### src/rtl/afe_ctrl_pkg.sv
// Package of constants for the front-end configuration and conversion control
package afe_ctrl_pkg;

  // ****************************************
  // Register offsets
  // ****************************************
  localparam logic [4:0] BRIDGE_CFG_ADDR = 5'h0f;
  localparam logic [4:0] TEMP_CFG_ADDR   = 5'h10;
  localparam int         CFG_W           = 16;
  localparam int         ADDR_W          = 5;

  // ****************************************
  // Field positions
  // ****************************************
  localparam int SHIFT_LSB    = 0;
  localparam int SHIFT_W      = 4;
  localparam int GAIN_LSB     = 4;
  localparam int GAIN_W       = 3;
  localparam int POL_BIT      = 7;
  localparam int LONGINT_BIT  = 8;
  localparam int NULL_DIS_BIT = 12;

  // ****************************************
  // Reset values
  // ****************************************
  localparam logic [15:0] BRIDGE_CFG_RST = 16'h0088;
  localparam logic [15:0] TEMP_CFG_RST   = 16'h0010;

  // ****************************************
  // Conversion shape
  // ****************************************
  localparam int RES_W         = 14;
  localparam int COARSE_NORM   = 9;
  localparam int COARSE_LONG   = 11;
  localparam int CHOP_PER_CONV = 4;
  localparam int LONG_FACTOR   = 4;
  localparam int ZERO_STEP     = 1024;

  // ****************************************
  // Timing
  // ****************************************
  localparam int SYS_CLK_HZ       = 10_000_000;
  localparam int CORE_1MHZ        = 1_000_000;
  localparam int CORE_4MHZ        = 4_000_000;
  localparam int SETTLE_1MHZ_US   = 190;
  localparam int SETTLE_4MHZ_US   = 50;
  localparam int SETTLE_1MHZ_CYC  = (SETTLE_1MHZ_US * (SYS_CLK_HZ / 1000)) / 1000;
  localparam int SETTLE_4MHZ_CYC  = (SETTLE_4MHZ_US * (SYS_CLK_HZ / 1000)) / 1000;
  localparam int DIV_1MHZ         = SYS_CLK_HZ / CORE_1MHZ;
  localparam int DIV_4MHZ         = (SYS_CLK_HZ + CORE_4MHZ - 1) / CORE_4MHZ;
  localparam int CHOP_TICKS       = 16;
  localparam int NULL_TICKS       = 32;

  typedef enum logic [6:0] {
    ST_IDLE   = 7'b000_0001,
    ST_LOAD   = 7'b000_0010,
    ST_SETTLE = 7'b000_0100,
    ST_NULL   = 7'b000_1000,
    ST_COARSE = 7'b001_0000,
    ST_FINE   = 7'b010_0000,
    ST_DONE   = 7'b100_0000
  } seq_state_t;

endpackage

### src/rtl/afe_config_adc_control.sv
// Front-end configuration and conversion sequencer
`timescale 1ns/1ps

// How it works
// Core rate selects 1 MHz or 3.33 MHz (10 MHz divided by 10 or 3), derived as enable pulses.
// Bridge gain code comes from bridge word bits 6 to 4.
// Temperature gain code comes from temperature word bits 6 to 4.
// Gain code maps to gains 1.5 through 192 per fixed table.
// Bit 7 sets gain sign; zero inverts via chopper phase flip.
// Bit 12 set skips the nulling phase before conversion.
// Software should enable nulling only for gains of six or more.
// Normal conversion is 9 coarse bits then 5 fine bits.
// A coarse conversion lasts four chopper periods.
// Long integration quadruples coarse time, 11 coarse plus 3 fine bits.
// Auto-zero reading taken periodically and subtracted from every result.
// Bridge range shift code comes from bridge word bits 3 to 0.
// Shift code n gives expected zero count of n times 1024.
// Raw bridge output needs offset coefficient (code minus 8) times 0x400.
// Software must not use shift code zero for bridge measurements.
// Software should keep the temperature shift code as trimmed.
// Result equals sensor count minus auto-zero count, signed.
// Temperature result scaling uses fixed gain six.
// Two-wire port serves calibration; four-wire only in application.
// Matching word loads into active configuration before each measurement.
// Long integration bit sits at bit 8 of each word.
// Bridge sink switch on a settle time before conversion, off after.
// Unassigned configuration bits have no effect.
// Sequence: load, optional null, coarse, fine, then one result.
module afe_config_adc_control #(
  parameter int CHOP_TICKS_P = afe_ctrl_pkg::CHOP_TICKS,
  parameter int NULL_TICKS_P = afe_ctrl_pkg::NULL_TICKS,
  parameter int AZ_EVERY_P   = 4
) (
  // Clock and reset
  input  wire logic                          i_sys_clk,
  input  wire logic                          i_rst_n,
  // Configuration word port
  input  wire logic                          i_cfg_wr,
  input  wire logic                          i_cfg_rd,
  input  wire logic [afe_ctrl_pkg::ADDR_W-1:0] i_cfg_addr,
  input  wire logic [afe_ctrl_pkg::CFG_W-1:0]  i_cfg_wdata,
  output logic      [afe_ctrl_pkg::CFG_W-1:0]  o_cfg_rdata,
  // Mode selection
  input  wire logic                          i_fast_clk,
  input  wire logic                          i_two_wire,
  input  wire logic                          i_calib_mode,
  // Measurement request
  input  wire logic                          i_start,
  input  wire logic                          i_temp_sel,
  // Comparator bit from the converter
  input  wire logic                          i_adc_bit,
  // Front-end control
  output logic      [2:0]                    o_amp_gain_code,
  output logic      [3:0]                    o_range_shift_code,
  output logic                               o_chop_phase,
  output logic                               o_null_en,
  output logic                               o_integrate,
  output logic                               o_fine_en,
  output logic                               o_input_short,
  output logic                               o_bridge_sink_on,
  output logic                               o_four_wire_en,
  // Result
  output logic signed [afe_ctrl_pkg::RES_W:0] o_result,
  output logic      [afe_ctrl_pkg::RES_W-1:0] o_zero_count,
  output logic      [8:0]                    o_gain_x2,
  output logic                               o_result_temp,
  output logic                               o_result_valid,
  output logic                               o_busy
);
  import afe_ctrl_pkg::*;

  // ****************************************
  // Configuration words
  // ****************************************
  logic [CFG_W-1:0] bridge_cfg_r;
  logic [CFG_W-1:0] temp_cfg_r;
  logic [CFG_W-1:0] active_cfg_r;
  logic             active_temp_r;

  always_ff @(posedge i_sys_clk or negedge i_rst_n) begin
    if (!i_rst_n) begin
      bridge_cfg_r <= BRIDGE_CFG_RST;
      temp_cfg_r   <= TEMP_CFG_RST;
    end else if (i_cfg_wr) begin
      if (i_cfg_addr == BRIDGE_CFG_ADDR) begin
        bridge_cfg_r <= i_cfg_wdata;
      end
      if (i_cfg_addr == TEMP_CFG_ADDR) begin
        temp_cfg_r <= i_cfg_wdata;
      end
    end
  end

  always_ff @(posedge i_sys_clk or negedge i_rst_n) begin
    if (!i_rst_n) begin
      o_cfg_rdata <= '0;
    end else if (i_cfg_rd) begin
      case (i_cfg_addr)
        BRIDGE_CFG_ADDR: o_cfg_rdata <= bridge_cfg_r;
        TEMP_CFG_ADDR:   o_cfg_rdata <= temp_cfg_r;
        default:         o_cfg_rdata <= '0;
      endcase
    end
  end

  // ****************************************
  // Core rate enable
  // ****************************************
  logic [3:0] div_cnt_r;
  logic       tick;
  logic [3:0] div_max;

  assign div_max = i_fast_clk ? 4'(DIV_4MHZ - 1) : 4'(DIV_1MHZ - 1);
  assign tick    = (div_cnt_r >= div_max);

  always_ff @(posedge i_sys_clk or negedge i_rst_n) begin
    if (!i_rst_n) begin
      div_cnt_r <= '0;
    end else if (tick) begin
      div_cnt_r <= '0;
    end else begin
      div_cnt_r <= div_cnt_r + 4'h1;
    end
  end

  // ****************************************
  // Helpers
  // ****************************************
  function automatic logic [15:0] coarse_ticks(input logic long_int,
                                               input int chop);
    int n;
    n = CHOP_PER_CONV * chop;
    if (long_int) begin
      n = n * LONG_FACTOR;
    end
    return 16'(n);
  endfunction

  function automatic logic [3:0] fine_bits(input logic long_int);
    return long_int ? 4'(RES_W - COARSE_LONG) : 4'(RES_W - COARSE_NORM);
  endfunction

  // ****************************************
  // Sequencer
  // ****************************************
  seq_state_t       state_r;
  logic [15:0]      cnt_r;
  logic [RES_W-1:0] acc_r;
  logic [3:0]       fine_left_r;
  logic             az_pass_r;
  logic [7:0]       meas_cnt_r;
  logic             req_temp_r;
  logic             long_int;
  logic             null_off;
  logic [15:0]      settle_cyc;

  assign long_int   = active_cfg_r[LONGINT_BIT];
  assign null_off   = active_cfg_r[NULL_DIS_BIT];
  assign settle_cyc = i_fast_clk ? 16'(SETTLE_4MHZ_CYC) :
                                   16'(SETTLE_1MHZ_CYC);

  always_ff @(posedge i_sys_clk or negedge i_rst_n) begin
    if (!i_rst_n) begin
      state_r      <= ST_IDLE;
      cnt_r        <= '0;
      acc_r        <= '0;
      fine_left_r  <= '0;
      active_cfg_r <= '0;
      active_temp_r <= 1'b0;
      req_temp_r   <= 1'b0;
      az_pass_r    <= 1'b1;
    end else begin
      case (state_r)
        ST_IDLE: begin
          if (i_start) begin
            req_temp_r <= i_temp_sel;
            state_r    <= ST_LOAD;
          end
        end
        ST_LOAD: begin
          // Copy word before measurement
          active_cfg_r  <= req_temp_r ? temp_cfg_r : bridge_cfg_r;
          active_temp_r <= req_temp_r;
          cnt_r         <= '0;
          state_r       <= ST_SETTLE;
        end
        ST_SETTLE: begin
          if (cnt_r >= settle_cyc - 16'h1) begin
            cnt_r   <= '0;
            state_r <= null_off ? ST_COARSE : ST_NULL;
          end else begin
            cnt_r <= cnt_r + 16'h1;
          end
        end
        ST_NULL: begin
          if (tick) begin
            if (cnt_r >= 16'(NULL_TICKS_P - 1)) begin
              cnt_r   <= '0;
              state_r <= ST_COARSE;
            end else begin
              cnt_r <= cnt_r + 16'h1;
            end
          end
        end
        ST_COARSE: begin
          if (tick) begin
            if (i_adc_bit) begin
              acc_r <= acc_r + RES_W'(1 << fine_bits(long_int));
            end
            if (cnt_r >= coarse_ticks(long_int, CHOP_TICKS_P) - 16'h1) begin
              cnt_r       <= '0;
              fine_left_r <= fine_bits(long_int);
              state_r     <= ST_FINE;
            end else begin
              cnt_r <= cnt_r + 16'h1;
            end
          end
        end
        ST_FINE: begin
          if (tick) begin
            fine_left_r <= fine_left_r - 4'h1;
            if (i_adc_bit) begin
              acc_r <= acc_r | RES_W'(1 << (fine_left_r - 4'h1));
            end
            if (fine_left_r == 4'h1) begin
              state_r <= ST_DONE;
            end
          end
        end
        ST_DONE: begin
          acc_r     <= '0;
          az_pass_r <= (meas_cnt_r == 8'(AZ_EVERY_P - 1)) && !az_pass_r;
          state_r   <= az_pass_r ? ST_LOAD : ST_IDLE;
        end
        default: state_r <= ST_IDLE;
      endcase
    end
  end

  // ****************************************
  // Auto-zero bookkeeping and result
  // ****************************************
  always_ff @(posedge i_sys_clk or negedge i_rst_n) begin
    if (!i_rst_n) begin
      meas_cnt_r <= '0;
    end else if (state_r == ST_DONE && !az_pass_r) begin
      meas_cnt_r <= (meas_cnt_r == 8'(AZ_EVERY_P - 1)) ? 8'h0 :
                    meas_cnt_r + 8'h1;
    end
  end

  always_ff @(posedge i_sys_clk or negedge i_rst_n) begin
    if (!i_rst_n) begin
      o_zero_count   <= '0;
      o_result       <= '0;
      o_result_valid <= 1'b0;
      o_result_temp  <= 1'b0;
    end else begin
      o_result_valid <= 1'b0;
      if (state_r == ST_DONE) begin
        if (az_pass_r) begin
          o_zero_count <= acc_r;
        end else begin
          o_result <= $signed({1'b0, acc_r}) -
                      $signed({1'b0, o_zero_count});
          o_result_temp  <= active_temp_r;
          o_result_valid <= 1'b1;
        end
      end
    end
  end

  // ****************************************
  // Front-end control outputs
  // ****************************************
  logic [8:0] gain_x2;

  afe_gain_decode u_gain (
    .i_gain_code_bits (active_cfg_r[GAIN_LSB +: GAIN_W]),
    .i_is_temp        (active_temp_r),
    .o_gain_x2        (gain_x2)
  );

  always_ff @(posedge i_sys_clk or negedge i_rst_n) begin
    if (!i_rst_n) begin
      o_amp_gain_code    <= '0;
      o_range_shift_code <= '0;
      o_chop_phase       <= 1'b0;
      o_null_en          <= 1'b0;
      o_integrate        <= 1'b0;
      o_fine_en          <= 1'b0;
      o_input_short      <= 1'b0;
      o_bridge_sink_on   <= 1'b0;
      o_gain_x2          <= '0;
      o_busy             <= 1'b0;
      o_four_wire_en     <= 1'b0;
    end else begin
      // Only documented fields reach the front end
      o_amp_gain_code    <= active_cfg_r[GAIN_LSB +: GAIN_W];
      o_range_shift_code <= active_cfg_r[SHIFT_LSB +: SHIFT_W];
      o_chop_phase       <= ~active_cfg_r[POL_BIT];
      o_null_en          <= (state_r == ST_NULL);
      o_integrate        <= (state_r == ST_COARSE);
      o_fine_en          <= (state_r == ST_FINE);
      o_input_short      <= az_pass_r && (state_r != ST_IDLE);
      o_bridge_sink_on   <= (state_r == ST_SETTLE) || (state_r == ST_NULL) ||
                            (state_r == ST_COARSE) || (state_r == ST_FINE);
      o_gain_x2          <= gain_x2;
      o_busy             <= (state_r != ST_IDLE);
      o_four_wire_en     <= !i_two_wire && !i_calib_mode;
    end
  end
endmodule

### src/rtl/afe_gain_decode.sv
// Gain code decoder giving the gain times two
`timescale 1ns/1ps
module afe_gain_decode (
  // Configuration
  input  wire logic [2:0] i_gain_code_bits,
  input  wire logic       i_is_temp,
  // Decoded
  output logic      [8:0] o_gain_x2
);
  import afe_ctrl_pkg::*;

  always_comb begin
    if (i_is_temp) begin
      o_gain_x2 = 9'h00c;
    end else begin
      case (i_gain_code_bits)
        3'h0:    o_gain_x2 = 9'h003;
        3'h4:    o_gain_x2 = 9'h006;
        3'h1:    o_gain_x2 = 9'h00c;
        3'h5:    o_gain_x2 = 9'h018;
        3'h2:    o_gain_x2 = 9'h030;
        3'h6:    o_gain_x2 = 9'h060;
        3'h3:    o_gain_x2 = 9'h0c0;
        default: o_gain_x2 = 9'h180;
      endcase
    end
  end
endmodule

### config.mk
export PLATFORM = sky130hd
export DESIGN_NAME = afe_config_adc_control
export DESIGN_NICKNAME = d
export VERILOG_FILES = /design/src/rtl/afe_ctrl_pkg.sv /design/src/rtl/afe_config_adc_control.sv /design/src/rtl/afe_gain_decode.sv
export SDC_FILE = /design/constraint.sdc
export NUM_CORES = 1
export LEC_CHECK = 0
export ABC_AREA = 1
export BUFFER_PORTS_ARGS = -buffer_cell sky130_fd_sc_hd__buf_2
export CORE_MARGIN = 2
export CORE_UTILIZATION = 45
export DETAILED_ROUTE_END_ITERATION = 8
export PLACE_DENSITY = 0.72
export SLEW_MARGIN = 20
export SYNTH_ARGS = -nofsm -noshare
export SYNTH_HDL_FRONTEND = slang
export SYNTH_SLANG_ARGS = --single-unit
### constraint.sdc
create_clock -name i_sys_clk -period 2.8 [get_ports i_sys_clk]
set_clock_uncertainty 0.15 [all_clocks]
set_input_delay 0.84 -clock i_sys_clk [delete_from_list [all_inputs] [get_ports i_sys_clk]]
set_output_delay 0.84 -clock i_sys_clk [all_outputs]
set_load 0.05 [all_outputs]
==> reports/results.tsv <==
stage	metric	value	unit
status	outcome	complete, no violations	
sta	normalized max-slew margin	56.8	%
synth	Synthesis Warnings	0	
routing	total wire length	19800	µm
die	Initial Utilization	45.5	%
sta	worst-margin pin slew	648	ps
synth	fraction of registers with async set/reset	100	%
pwr	Final Power	7.68	mW
die	die area	20600	µm²
setup_path	Crit. End Element	flop	
hold_path	HP Class	in2async	
place	Detailed Place HPWL	14500	µm
sta	WHS	213	ps
setup_path	worst path bufs/invs	0	
synth	sequential area share after synthesis	48.3	%
sta	Final Hold Viols	0	
clocking	Post-CTS Setup Inserts	0	
clocking	CTS resizes	0	
synth	xor/xnor cell area share of the yosys netlist	1.60	%
clocking	cts hold-fix bufs	0	
setup_path	Worst R2R End	o_result[12]$_DFFE_PN0P_	
setup_path	Worst EP required	2970	ps
clocking	Root Buffer	clkbuf_16	
setup_path	Worst path top cell family by delay	adder cells	
synth	Post-Syn Instances	1077	
clocking	CTS H-Tree Depth	4	
cells_and_area	layout cells sized above 1	16.9	%
global_route	GR Util All Layers	20.1	%
routing	drc violations	0	
setup_path	CP arrival	2580	ps
die	core box area	19300	µm²
die	FP Rows	51	
global_route	vias in the first global route	6958	
sta	unrepaired setup endpoints after global routing	no	
synth	largest area contributor in the netlist	dfrtp_1	
setup_path	critical path class	reg2reg	
setup_path	most frequent CP cell	nand3_1	
pwr	power per cell area	749	nW/µm²
die	Die X	144	µm
place	Final Wtd Congestion	0.945	
sta	Tmin final	2410	ps
setup_path	crit path cell chain	ha_1 > fa_1 > o21ai_0 > nand3_1 > nand3_1 > nand2_1 > nand3_1 > nand2_1	
synth	most frequent cells after synthesis	270 x nand2_1, 164 x dfrtp_1, 130 x inv_1	
cells_and_area	Area growth syn-to-layout	16.7	%
routing	routed length per instance	13.5	µm
place	post-place instance area	9670	µm²
routing	1st-pass router iterations	7	
clocking	CTS tree	yes	
sta	Setup TNS	0	ps
synth	top_reg_cell synth	dfrtp_1	
synth	Synth area leaders	dfrtp_1 47%, nand2_1 12%, o21ai_0 5.8%	
synth	largest family of logic cells by synthesized area	simple AND/OR/NAND/NOR gates	
pwr	peak supply drop	0.580	mV
synth	post-synthesis register bit count	169	
global_route	initial antenna violation count	0	
sta	Final Cycle Share	86.2	%
setup_path	Max stage delay on crit path	510	ps
synth	top cell type's share of synthesized area	46.8	%
global_route	remaining global-route overflow	0	
synth	Synth Area in Adders	5.50	%
synth	EDFF count, synth	0	
clocking	clk sink count	169	
routing	antenna viol nets, final	0	
synth	cell area after synthesis	8780	µm²
global_route	first-pass GRT wire length	33100	µm
setup_path	CP max stage cell	o21ai_0	
clocking	CTS buffer count	17	
routing	Avg Vias per Cell	5.03	
synth	multiplexer share of the synthesized area	1.41	%
sta	Max Slew Vio Count	0	
clocking	CTS max path bufs	2	
synth	Compound-Gate Fraction of Synth Area	10.3	%
job	max cap viols	0	
setup_path	RR Startpoint	o_zero_count[0]$_DFFE_PN0P_	
global_route	largest net degree at the start of global routing	52	
setup_path	CP Max Fanout	4	
synth	Avg Cell Area, Syn	8.15	µm²
cells_and_area	ANT cells	0	
sta	Max Freq	415	MHz
die	# IOs	102	
pwr	Leakage	5.45	nW
setup_path	CP startpoint kind	flop	
cells_and_area	nets@finish	1260	
synth	syn_nets	1146	
synth	top-count cell post-synth	nand2_1	
routing	DR iter-0 viols	474	
synth	simple-gate share of the synthesized area	25.3	%
setup_path	R2R cell count	8	
place	# port buffers	101	
clocking	clk slew on worst S/H paths	70	ps
sta	Finish-stage setup viols	0	
die	Die Ht	144	µm
cells_and_area	post-route cell area	10200	µm²
setup_path	r2r setup slk	390	ps
clocking	Skew-Pair Late Insertion Delay	430	ps
routing	routed via count	7391	
synth	post-synthesis cell type count	42	
cells_and_area	Fill cells	1901	
==> final cells by class <==
class                           instances  area [µm²]  area share (%)
Sequential cell                       169        4240            41.3
Timing Repair Buffer                  121         699            6.83
Clock inverter                         15         154            1.50
Multi-Input combinational cell        742        3870            37.8
Tap cell                              265         332            3.24
Inverter                              140         526            5.13
Clock buffer                           17         425            4.15
==> per-stage QoR <==
step,util [%],instances,setup WS [ps]
floorplan,-,1077,489
global placement,50.2,1437,202
detailed placement,50.2,1437,138
CTS,53.2,1469,489
global route,53.2,1469,290
finish,53.2,1469,388
==> worst max-delay path by stage <==
stage / cells after the start / slack (ps) / end / startpoint
5_1_grt: 8 / 290 / o_result[12]$_DFFE_PN0P_ / o_zero_count[0]$_DFFE_PN0P_
4_1_cts: 8 / 490 / o_result[12]$_DFFE_PN0P_ / o_zero_count[0]$_DFFE_PN0P_
6_report: 8 / 390 / o_result[12]$_DFFE_PN0P_ / o_zero_count[0]$_DFFE_PN0P_
2_1_floorplan: 13 / 490 / cnt_r[6]$_DFFE_PN0P_ / i_fast_clk
3_3_place_gp: 14 / 200 / cnt_r[6]$_DFFE_PN0P_ / i_fast_clk
3_5_place_dp: 12 / 140 / cnt_r[2]$_DFFE_PN0P_ / i_fast_clk
==> state kept, by name, summed over array words and instances, names as in the netlist, 3 cells and up, named ones only <==
register and cells:
o_result 15, acc_r 11, active_cfg_r 10, o_amp_gain_code 3, o_range_shift_code 4, meas_cnt_r 8
temp_cfg_r 16, o_cfg_rdata 16, bridge_cfg_r 16, cnt_r 16, o_zero_count 14, state_r 7
fine_left_r 4, div_cnt_r 4, o_gain_x2 9
==> placed cells by master, fill, tap and decap left out, types with 5 or more instances in the layout <==
master	synthesis	layout
o21ai_2	5	5
nand3b_1	5	5
nand3_1	67	67
nand4_1	31	31
nor2_2	6	6
ha_1	37	37
nand2_1	270	270
o22ai_1	11	11
o21ai_0	101	101
inv_6	0	6
nand2_2	7	7
dfstp_2	5	5
buf_2	6	100
a21oi_1	23	23
inv_2	9	9
mux2_2	11	11
buf_4	4	17
nor3_1	16	16
inv_1	130	130
xor2_1	10	10
clkbuf_16	0	17
nor2_1	101	101
xnor2_1	6	6
dfrtp_1	164	164
o211ai_1	6	6
a31oi_1	8	8
==> power breakdown <==
group / total (mW) / internal (mW) / switching, mW
sequential: 3.12 / 2.83 / 0.287
clock: 2.32 / 1.26 / 1.06
combinational: 2.24 / 0.661 / 1.58
total: 7.68 / 4.75 / 2.92
==> metal layers <==
metal  wire [µm]  share of wire (%)  GRT usage [%]  vias to the layer above
met5           0                  0              0                        -
li1            -                  -              -                     3745
met3         895                4.5           4.37                       16
met4         182               0.92           4.75                        0
met1        9390                 47           27.0                     3457
met2        9320                 47           33.4                      173
==> cells by family after synthesis <==
family | Yosys count
muxes | 11
and+or+nand+nor | 512
adders and majority gates | 38
AOI/OAI and AO/OA | 165
xor gates and xnor gates | 16
buffers and inverters | 166
DFF | 169
Note: power is estimated with default switching activity, not from simulation.
